===== config.mk =====
export PLATFORM = sky130hd
export DESIGN_NAME = rlg_serial_comm_module_flat
export DESIGN_NICKNAME = d
export VERILOG_FILES = /design/src/verilog/rlg_pkg.sv /design/src/verilog/rlg_link_if.sv /design/src/verilog/rlg_serial_comm_module.sv /design/src/flat_wrapper.sv
export SDC_FILE = /design/constraint.sdc
export NUM_CORES = 1
export LEC_CHECK = 0
export ABC_AREA = 0
export BUFFER_PORTS_ARGS = -buffer_cell sky130_fd_sc_hd__buf_2
export CORE_MARGIN = 4
export CORE_UTILIZATION = 55
export CTS_CLUSTER_SIZE = 14
export DETAILED_ROUTE_END_ITERATION = 16
export MAX_ROUTING_LAYER = met4
export PLACE_DENSITY = 0.87
export SETUP_SLACK_MARGIN = 0.02
export SYNTH_ARGS = -nofsm -noshare
export SYNTH_HDL_FRONTEND = slang
export SYNTH_SLANG_ARGS = --single-unit

===== constraint.sdc =====
create_clock -name mclk -period 2.7 [get_ports mclk]
set_input_delay 0.54 -clock mclk [delete_from_list [all_inputs] [get_ports mclk]]
set_output_delay 0.54 -clock mclk [all_outputs]
set_load 0.01 [all_outputs]

===== src/verilog/rlg_pkg.sv =====
/*
  Shared constants for the gated multidrop serial link: character framing,
  bit timing and the idle mark and gate-off figures.
  Assumes a single 100 MHz system clock shared by both ends.
*/
package rlg_pkg;
  localparam int unsigned CLK_HZ          = 100_000_000;
  localparam int unsigned DEF_BAUD        = 9600;
  localparam int unsigned BIT_CYC_DEF     = CLK_HZ / DEF_BAUD;
  localparam int unsigned CNT_W           = 20;
  localparam int unsigned IDLE_MARK_CHARS = 2;
  localparam int unsigned LINK_EXTRA_CHARS = 1;
  localparam int unsigned GATE_OFF_BITS_NUM = 1;
  localparam int unsigned GATE_OFF_BITS_DEN = 2;
  localparam int unsigned DATA_W          = 8;
  localparam int unsigned BIT_IDX_W       = 4;
  localparam logic        MARK_LVL        = 1'b1;
  localparam logic        SPACE_LVL       = 1'b0;
  localparam logic [BIT_IDX_W-1:0] FRAME_BASE_BITS = 4'h2;
  localparam logic [BIT_IDX_W-1:0] BIT_ZERO = 4'h0;
  localparam logic [1:0]  CHAR_ZERO       = 2'h0;
  localparam logic [7:0]  DEF_LEAD_CHAR   = 8'h05;
endpackage


===== src/verilog/rlg_link_if.sv =====
/*
  Differential multidrop link between the serial module and a target.
  Each end drives its transmit pair only with its own enable high; the
  bench resolves the receive pair from peer_tx_oe, and the target end masks the device pair with tx_oe.
*/
`timescale 1ns/1ns
interface rlg_link_if;
  logic tx_pair_positive;
  logic tx_pair_negative;
  logic tx_oe;
  logic rx_pair_positive;
  logic rx_pair_negative;
  logic peer_tx_positive;
  logic peer_tx_negative;
  logic peer_tx_oe;

  modport serial_comm_module (
    output tx_pair_positive,
    output tx_pair_negative,
    output tx_oe,
    input  rx_pair_positive,
    input  rx_pair_negative
  );

  modport target (
    input  tx_pair_positive,
    input  tx_pair_negative,
    input  tx_oe,
    output peer_tx_positive,
    output peer_tx_negative,
    output peer_tx_oe
  );
endinterface


===== src/verilog/rlg_serial_comm_module.sv =====
/*
  Device end: gated serial transmitter and receiver for a multidrop port.
  Assumes a target that drives its pair only while it sends, and a user
  that holds tx_data steady while tx_valid is high until tx_ready.
*/
`timescale 1ns/1ns
// What this block and the target end do
// Send serial data only on transmit pair.
// Receive serial data from receive pair.
// Enable asserted means transmit pair driven low-impedance.
// Enable deasserted means pair released, nothing sent.
// Send two idle mark characters before data.
// Release driver under one bit after end.
// Targets enable drivers only while sending.
// Driver enable toggles automatically around each frame.
// Linked channels hold enable one extra character.
// Targets discard parity or framing error characters.
// Targets ignore characters until leading character.
// Keep driver on through final stop bits.
module rlg_serial_comm_module
  import rlg_pkg::*;
#(
  parameter int unsigned BIT_CYC = BIT_CYC_DEF
) (
  input  wire logic              mclk,
  input  wire logic              sys_rst,
  input  wire logic              clk_en,
  input  wire logic              parity_en,
  input  wire logic              parity_odd,
  input  wire logic              two_stop,
  input  wire logic              linked_mode,
  input  wire logic [DATA_W-1:0] tx_data,
  input  wire logic              tx_valid,
  output logic                   tx_ready,
  output logic                   tx_busy,
  output logic [DATA_W-1:0]      rx_data,
  output logic                   rx_valid,
  output logic                   rx_err,
  rlg_link_if.serial_comm_module link
);
  localparam logic [CNT_W-1:0] BIT_LAST = CNT_W'(BIT_CYC - 1);
  localparam logic [CNT_W-1:0] HALF_BIT = CNT_W'(BIT_CYC / 2);
  localparam logic [CNT_W-1:0] GATE_OFF_CYC =
    CNT_W'((BIT_CYC * GATE_OFF_BITS_NUM) / GATE_OFF_BITS_DEN);
  localparam logic [CNT_W-1:0] CNT_ZERO = '0;

  typedef enum {TX_OFF, TX_MARK, TX_SEND, TX_HOLD, TX_GATE} rlg_tx_st_t;

  rlg_tx_st_t             st_ff, nxt_st;
  logic [CNT_W-1:0]       cnt_ff, nxt_cnt;
  logic [BIT_IDX_W-1:0]   bit_ff, nxt_bit;
  logic [1:0]             chr_ff, nxt_chr;
  logic [DATA_W+2:0]      sh_ff, nxt_sh;
  logic                   oe_ff, nxt_oe;
  logic                   line_ff, nxt_line;
  logic                   rdy_ff, nxt_rdy;
  logic [BIT_IDX_W-1:0]   frame_bits;

  always_comb begin
    frame_bits = FRAME_BASE_BITS + BIT_IDX_W'(DATA_W)
               + BIT_IDX_W'(parity_en) + BIT_IDX_W'(two_stop);
  end

  always_comb begin
    nxt_st   = st_ff;
    nxt_cnt  = cnt_ff;
    nxt_bit  = bit_ff;
    nxt_chr  = chr_ff;
    nxt_sh   = sh_ff;
    nxt_oe   = oe_ff;
    nxt_line = line_ff;
    nxt_rdy  = 1'b0;
    case (st_ff)
      TX_OFF: begin
        nxt_line = MARK_LVL;
        if (tx_valid) begin
          nxt_st  = TX_MARK;
          nxt_oe  = 1'b1;
          nxt_cnt = CNT_ZERO;
          nxt_bit = BIT_ZERO;
          nxt_chr = CHAR_ZERO;
        end
      end
      TX_MARK: begin
        nxt_line = MARK_LVL;
        nxt_cnt  = cnt_ff + 1'b1;
        if (cnt_ff == BIT_LAST) begin
          nxt_cnt = CNT_ZERO;
          nxt_bit = bit_ff + 1'b1;
          if (bit_ff == frame_bits - 1'b1) begin
            nxt_bit = BIT_ZERO;
            nxt_chr = chr_ff + 1'b1;
            if (chr_ff == 2'(IDLE_MARK_CHARS - 1)) begin
              nxt_st = TX_SEND;
              nxt_rdy = 1'b1;
              nxt_sh = {MARK_LVL, MARK_LVL,
                        parity_odd ^ (^tx_data), tx_data};
              if (!parity_en)
                nxt_sh = {MARK_LVL, MARK_LVL, MARK_LVL, tx_data};
              nxt_line = SPACE_LVL;
            end
          end
        end
      end
      TX_SEND: begin
        nxt_cnt = cnt_ff + 1'b1;
        if (cnt_ff == BIT_LAST) begin
          nxt_cnt = CNT_ZERO;
          nxt_bit = bit_ff + 1'b1;
          if (bit_ff == frame_bits - 1'b1) begin
            nxt_bit = BIT_ZERO;
            if (tx_valid) begin
              nxt_rdy = 1'b1;
              nxt_sh = {MARK_LVL, MARK_LVL,
                        parity_odd ^ (^tx_data), tx_data};
              if (!parity_en)
                nxt_sh = {MARK_LVL, MARK_LVL, MARK_LVL, tx_data};
              nxt_line = SPACE_LVL;
            end else if (linked_mode) begin
              nxt_st = TX_HOLD;
              nxt_chr = CHAR_ZERO;
              nxt_line = MARK_LVL;
            end else begin
              nxt_st = TX_GATE;
              nxt_line = MARK_LVL;
            end
          end else begin
            nxt_line = sh_ff[0];
            nxt_sh = {MARK_LVL, sh_ff[DATA_W+2:1]};
          end
        end
      end
      TX_HOLD: begin
        nxt_line = MARK_LVL;
        nxt_cnt = cnt_ff + 1'b1;
        if (cnt_ff == BIT_LAST) begin
          nxt_cnt = CNT_ZERO;
          nxt_bit = bit_ff + 1'b1;
          if (bit_ff == frame_bits - 1'b1) begin
            nxt_bit = BIT_ZERO;
            nxt_chr = chr_ff + 1'b1;
            if (chr_ff == 2'(LINK_EXTRA_CHARS - 1)) begin
              nxt_st = TX_OFF;
              nxt_oe = 1'b0;
            end
          end
        end
      end
      TX_GATE: begin
        nxt_line = MARK_LVL;
        nxt_cnt = cnt_ff + 1'b1;
        if (cnt_ff >= GATE_OFF_CYC) begin
          nxt_st = TX_OFF;
          nxt_oe = 1'b0;
          nxt_cnt = CNT_ZERO;
        end
      end
      default: begin
        nxt_st = TX_OFF;
        nxt_oe = 1'b0;
      end
    endcase
  end

  always_ff @(posedge mclk) begin
    if (sys_rst) begin
      st_ff   <= TX_OFF;
      cnt_ff  <= CNT_ZERO;
      bit_ff  <= BIT_ZERO;
      chr_ff  <= CHAR_ZERO;
      sh_ff   <= '1;
      oe_ff   <= 1'b0;
      line_ff <= MARK_LVL;
      rdy_ff  <= 1'b0;
    end else if (clk_en) begin
      st_ff   <= nxt_st;
      cnt_ff  <= nxt_cnt;
      bit_ff  <= nxt_bit;
      chr_ff  <= nxt_chr;
      sh_ff   <= nxt_sh;
      oe_ff   <= nxt_oe;
      line_ff <= nxt_line;
      rdy_ff  <= nxt_rdy;
    end
  end

  assign link.tx_pair_positive = line_ff;
  assign link.tx_pair_negative = ~line_ff;
  assign link.tx_oe            = oe_ff;
  assign tx_ready              = rdy_ff;
  assign tx_busy               = oe_ff;

  // Receiver: three-stage sync; a level counts once stages 2 and 3 agree.
  typedef enum {RX_IDLE, RX_RUN} rlg_rx_st_t;
  logic [2:0]             sync_ff;
  logic                   rxl_ff, nxt_rxl;
  rlg_rx_st_t             rst_ff, nxt_rst;
  logic [CNT_W-1:0]       rcnt_ff, nxt_rcnt;
  logic [BIT_IDX_W-1:0]   rbit_ff, nxt_rbit;
  logic [DATA_W+1:0]      rsh_ff, nxt_rsh;
  logic [DATA_W-1:0]      rdat_ff, nxt_rdat;
  logic                   rv_ff, nxt_rv;
  logic                   re_ff, nxt_re;
  logic                   diff_in;
  logic [BIT_IDX_W-1:0]   rx_bits;

  assign diff_in = link.rx_pair_positive & ~link.rx_pair_negative;
  assign rx_bits = frame_bits - BIT_IDX_W'(two_stop);

  always_comb begin
    nxt_rxl  = (sync_ff[1] == sync_ff[2]) ? sync_ff[2] : rxl_ff;
    nxt_rst  = rst_ff;
    nxt_rcnt = rcnt_ff;
    nxt_rbit = rbit_ff;
    nxt_rsh  = rsh_ff;
    nxt_rdat = rdat_ff;
    nxt_rv   = 1'b0;
    nxt_re   = re_ff;
    case (rst_ff)
      RX_IDLE: begin
        if (rxl_ff == SPACE_LVL) begin
          nxt_rst  = RX_RUN;
          nxt_rcnt = HALF_BIT;
          nxt_rbit = BIT_ZERO;
        end
      end
      RX_RUN: begin
        nxt_rcnt = rcnt_ff + 1'b1;
        if (rcnt_ff == BIT_LAST) begin
          nxt_rcnt = CNT_ZERO;
          nxt_rbit = rbit_ff + 1'b1;
          nxt_rsh  = {rxl_ff, rsh_ff[DATA_W+1:1]};
          if (rbit_ff == rx_bits - 1'b1) begin
            nxt_rst = RX_IDLE;
            nxt_rv  = 1'b1;
            if (parity_en) begin
              nxt_rdat = rsh_ff[DATA_W:1];
              nxt_re = (rxl_ff != MARK_LVL) ||
                       ((^rsh_ff[DATA_W+1:1]) != parity_odd);
            end else begin
              nxt_rdat = rsh_ff[DATA_W+1:2];
              nxt_re = (rxl_ff != MARK_LVL);
            end
          end
        end
      end
      default: nxt_rst = RX_IDLE;
    endcase
  end

  always_ff @(posedge mclk) begin
    if (sys_rst) begin
      sync_ff <= {3{MARK_LVL}};
      rxl_ff  <= MARK_LVL;
      rst_ff  <= RX_IDLE;
      rcnt_ff <= CNT_ZERO;
      rbit_ff <= BIT_ZERO;
      rsh_ff  <= '0;
      rdat_ff <= '0;
      rv_ff   <= 1'b0;
      re_ff   <= 1'b0;
    end else if (clk_en) begin
      sync_ff <= {sync_ff[1:0], diff_in};
      rxl_ff  <= nxt_rxl;
      rst_ff  <= nxt_rst;
      rcnt_ff <= nxt_rcnt;
      rbit_ff <= nxt_rbit;
      rsh_ff  <= nxt_rsh;
      rdat_ff <= nxt_rdat;
      rv_ff   <= nxt_rv;
      re_ff   <= nxt_re;
    end
  end

  assign rx_data  = rdat_ff;
  assign rx_valid = rv_ff;
  assign rx_err   = re_ff;
endmodule


===== src/flat_wrapper.sv =====
// flat-port wrapper written by rule: the top's interface ports become plain ports
module rlg_serial_comm_module_flat import rlg_pkg::*;
#(
  parameter int unsigned BIT_CYC = BIT_CYC_DEF
)
  (mclk, sys_rst, clk_en, parity_en, parity_odd, two_stop, linked_mode, tx_data, tx_valid, tx_ready, tx_busy, rx_data, rx_valid, rx_err, link_tx_pair_positive, link_tx_pair_negative, link_tx_oe, link_rx_pair_positive, link_rx_pair_negative);
  rlg_link_if link_i ();
  input  wire logic mclk;
  input  wire logic sys_rst;
  input  wire logic clk_en;
  input  wire logic parity_en;
  input  wire logic parity_odd;
  input  wire logic two_stop;
  input  wire logic linked_mode;
  input  wire logic [DATA_W-1:0] tx_data;
  input  wire logic tx_valid;
  output logic tx_ready;
  output logic tx_busy;
  output logic [DATA_W-1:0] rx_data;
  output logic rx_valid;
  output logic rx_err;
  output wire logic [$bits(link_i.tx_pair_positive)-1:0] link_tx_pair_positive;
  output wire logic [$bits(link_i.tx_pair_negative)-1:0] link_tx_pair_negative;
  output wire logic [$bits(link_i.tx_oe)-1:0] link_tx_oe;
  input wire logic [$bits(link_i.rx_pair_positive)-1:0] link_rx_pair_positive;
  input wire logic [$bits(link_i.rx_pair_negative)-1:0] link_rx_pair_negative;
  assign link_tx_pair_positive = link_i.tx_pair_positive;
  assign link_tx_pair_negative = link_i.tx_pair_negative;
  assign link_tx_oe = link_i.tx_oe;
  assign link_i.rx_pair_positive = link_rx_pair_positive;
  assign link_i.rx_pair_negative = link_rx_pair_negative;
  rlg_serial_comm_module #(.BIT_CYC(BIT_CYC)) u_core (.mclk(mclk), .sys_rst(sys_rst), .clk_en(clk_en), .parity_en(parity_en), .parity_odd(parity_odd), .two_stop(two_stop), .linked_mode(linked_mode), .tx_data(tx_data), .tx_valid(tx_valid), .tx_ready(tx_ready), .tx_busy(tx_busy), .rx_data(rx_data), .rx_valid(rx_valid), .rx_err(rx_err), .link(link_i));
endmodule

==> out/metrics.csv <==
stage,metric,value,unit
outcome,status,finished clean,
synth,ys_top_cells_by_area,"dfxtp_1, nor2_1, xnor2_1",
pwr,vdd_drop_max,217,uV
cts,cts_root_buffer,clkbuf_8,
final_layout,finalNetCount,644,
detailed_routing,postRouteAntennaNets,0,
synth,syn-num-nets,619,
final_layout,layout-drive-gt1-share,12.9,%
cts,cts_setup_buffers,0,
global_routing,grt_pass1_vias,4151,
critical_path,crit_start,u_core.cnt_ff[14]$_SDFFE_PP0P_,
final_layout,n_antenna_cell,0,
cts,clk_path_buf_depth,2,
sta,fmax,0.405,GHz
cts,ctsHtreeMaxLevel,3,
sta,fin_worst_skew,0.0196,ns
detailed_routing,drt_iter0_drc,357,
cts,cts.sink_count,89,
sta,period_needed,2.47,ns
sta,hold_viol_final,0,
final_layout,fin_util,63.2,%
sta,hold_ws,0.385,ns
synth,yosysSeqAreaShare,37.0,%
synth,ys_types,61,
die,start_util,57.5,%
synth,ys_ff_latch,89,
detailed_routing,num_vias,4430,
critical_path,path_class,reg -> reg,
synth,synth_edf_count,0,
global_routing,antenna_found_initial,0,
synth,avgSynthCellArea,8.16,um2
sta,finalSetupViolCount,0,
sta,timing.final.crit_share,91.4,%
global_routing,grt_pass1_wl,18.8,mm
cts,cts_buffers,9,
sta,rsz0062_at_grt,no,
pwr,power.total,0.00260,W
detailed_routing,dr.pass1.iters,5,
critical_path,end_kind,register,
cts,cts_tree,built,
pwr,cellPowerDensity,490,nW/um2
worst_hold_path,min_path_type,in -> reg,
die,fp.dieW,102,um
die,ios,33,
critical_path,r2r-end,u_core.cnt_ff[17]$_SDFFE_PP0P_,
cts,cts-resized-gates,0,
sta,maxSlewHeadroom,55.4,%
cts,clk_pin_slew,0.09,ns
die,rows,33,
synth,synth_most_common_cell,dfxtp_1,
synth,yosysTopAreaCellShare,37.0,%
detailed_routing,wirelength,11.1,mm
worst_hold_path,hp-start,link_rx_pair_negative,
sta,finalSetupTns,0,ns
cts,ctsHoldBuffers,0,
synth,ys.warnings.count,0,
global_routing,grt.overflow.total,0,
final_layout,fillers,655,
synth,async_flop_share,0,%
synth,synth-main-ff-cell,dfxtp_1,
sta,maxSlewViolCount,0,
pwr,total_leakage_power,2.00,nW
die,die_area,10300,um2
die,core_area,8380,um2
global_routing,grt_max_degree,32,
job,maxCapViolCount,0,
synth,syn-cell-area,4820,um2
global_routing,grt_use_total,22.8,%
sta,worst_slew_pin_slew,0.664,ns
die,dieHeight,102,um
critical_path,start_kind,register,
placement,hpwl,7.73,mm
critical_path,arrival,2.71,ns
critical_path,reg2reg_from,u_core.cnt_ff[14]$_SDFFE_PP0P_,
placement,port_buffers,32,
worst_hold_path,holdPathEnd,u_core.sync_ff[0]$_SDFFE_PP1P_,
synth,yosysTopAreaCell,dfxtp_1,
critical_path,crit_fanout,15,
critical_path,r2r_cells,6,
critical_path,critPathRequiredTime,2.94,ns
detailed_routing,drc_errors,0,
placement,gp_congestion,0.951,
worst_hold_path,holdPathStages,2,
detailed_routing,wl_per_cell,15.3,um
synth,synth_cells,591,
cts,insertion_delay,0.37,ns
detailed_routing,via_per_inst,6.10,
critical_path,worst-r2r-setup-slack,0.23,ns
synth,synth_top_cells_by_count,"dfxtp_1, nor2_1, nand2_1",
final_layout,syn2layout_area_growth,9.97,%
## state kept, by name (all words and copies together), names as in the netlist
signal,count
u_core.bit_ff,4
u_core.chr_ff,2
u_core.cnt_ff,20
u_core.link.tx_oe,1
u_core.link.tx_pair_positive,1
u_core.rbit_ff,4
u_core.rcnt_ff,20
u_core.rsh_ff,9
u_core.rst_ff,1
u_core.rx_data,8
u_core.rx_err,1
u_core.rx_valid,1
u_core.rxl_ff,1
u_core.sh_ff,9
u_core.st_ff,3
u_core.sync_ff,3
u_core.tx_ready,1
## stage by stage
step                worst slack (ns)  std cells  instance area, um2
global placement               0.231        710                5070
finish                         0.233        726                5300
global route                  0.0969        726                5300
detailed placement             0.112        710                5070
CTS                            0.311        726                5300
floorplan                     0.0796        591                4820
## cells in the final DEF, fill, tap and decap left out, drive strengths merged, types with 5 or more instances in the layout
| cell type | count |
|---|---|
| a211oi | 12 |
| nor3 | 18 |
| mux2i | 21 |
| a31oi | 9 |
| nand4 | 15 |
| ha | 10 |
| buf | 48 |
| or2 | 6 |
| nand3 | 31 |
| o21ai | 15 |
| nand2 | 60 |
| dfxtp | 89 |
| inv | 23 |
| nor2 | 77 |
| nand3b | 6 |
| xor2 | 19 |
| nor4 | 10 |
| xnor2 | 31 |
| clkbuf | 9 |
| and3 | 5 |
| o211ai | 10 |
| o31ai | 5 |
| nand2b | 7 |
| a21oi | 36 |
## kinds of logic (layout without fill, tap and decap cells)
logic type | after synthesis | in the layout | share of synthesized area, %
compound gates | 105 | 105 | 14.4
xor+xnor | 50 | 50 | 9.09
fa+ha+maj | 10 | 10 | 2.60
buf+inv | 53 | 83 | 4.85
flops | 89 | 89 | 37.0
mux | 21 | 21 | 4.36
simple gates | 263 | 263 | 27.8
## metal layers
layer	vias up	routed length [um]	track usage [%]	share of wire, %
met2	175	5260	36.6	47
li1	2144	-	-	-
met3	28	724	4.13	6.5
met4	0	240	9.51	2.2
met5	-	0	-	0
met1	2083	4860	28.3	44
## final cells by class
cell class | count | area (um2) | share of cell area (%)
multi-input cells | 449 | 2800 | 52.9
flip-flops and latches | 89 | 1780 | 33.6
repair buffers | 48 | 280 | 5.29
well taps | 105 | 131 | 2.48
clock buffers | 9 | 124 | 2.34
clock inverters | 7 | 108 | 2.03
inverters | 19 | 71.3 | 1.35
## how the worst max path moves through the flow
stage                                           to  cells after the start
global placement      u_core.st_ff[1]$_SDFFE_PP0P_                      9
CTS                 u_core.cnt_ff[17]$_SDFFE_PP0P_                      6
global route        u_core.cnt_ff[17]$_SDFFE_PP0P_                      6
detailed placement    u_core.st_ff[1]$_SDFFE_PP0P_                      9
floorplan             u_core.sh_ff[0]$_SDFFE_PP1P_                      9
finish              u_core.cnt_ff[17]$_SDFFE_PP0P_                      6
## worst max-delay path, cell delays in order (launching register included)
cell and delay, ns:
dfxtp_1 0.36, nor4_1 0.52, nand4_1 0.23, or2_0 0.37, a21o_1 0.36, o21ai_4 0.40, o31ai_1 0.11
## where the power goes
| part | total, W | internal, W | switching [W] |
|---|---|---|---|
| Clock | 0.00106 | 0.000541 | 0.000517 |
| Sequential | 0.00133 | 0.00132 | 0.00000995 |
| Combinational | 0.000207 | 0.0000766 | 0.000130 |
| Total | 0.00260 | 0.00194 | 0.000657 |
Power figures use the tool's default switching activity.
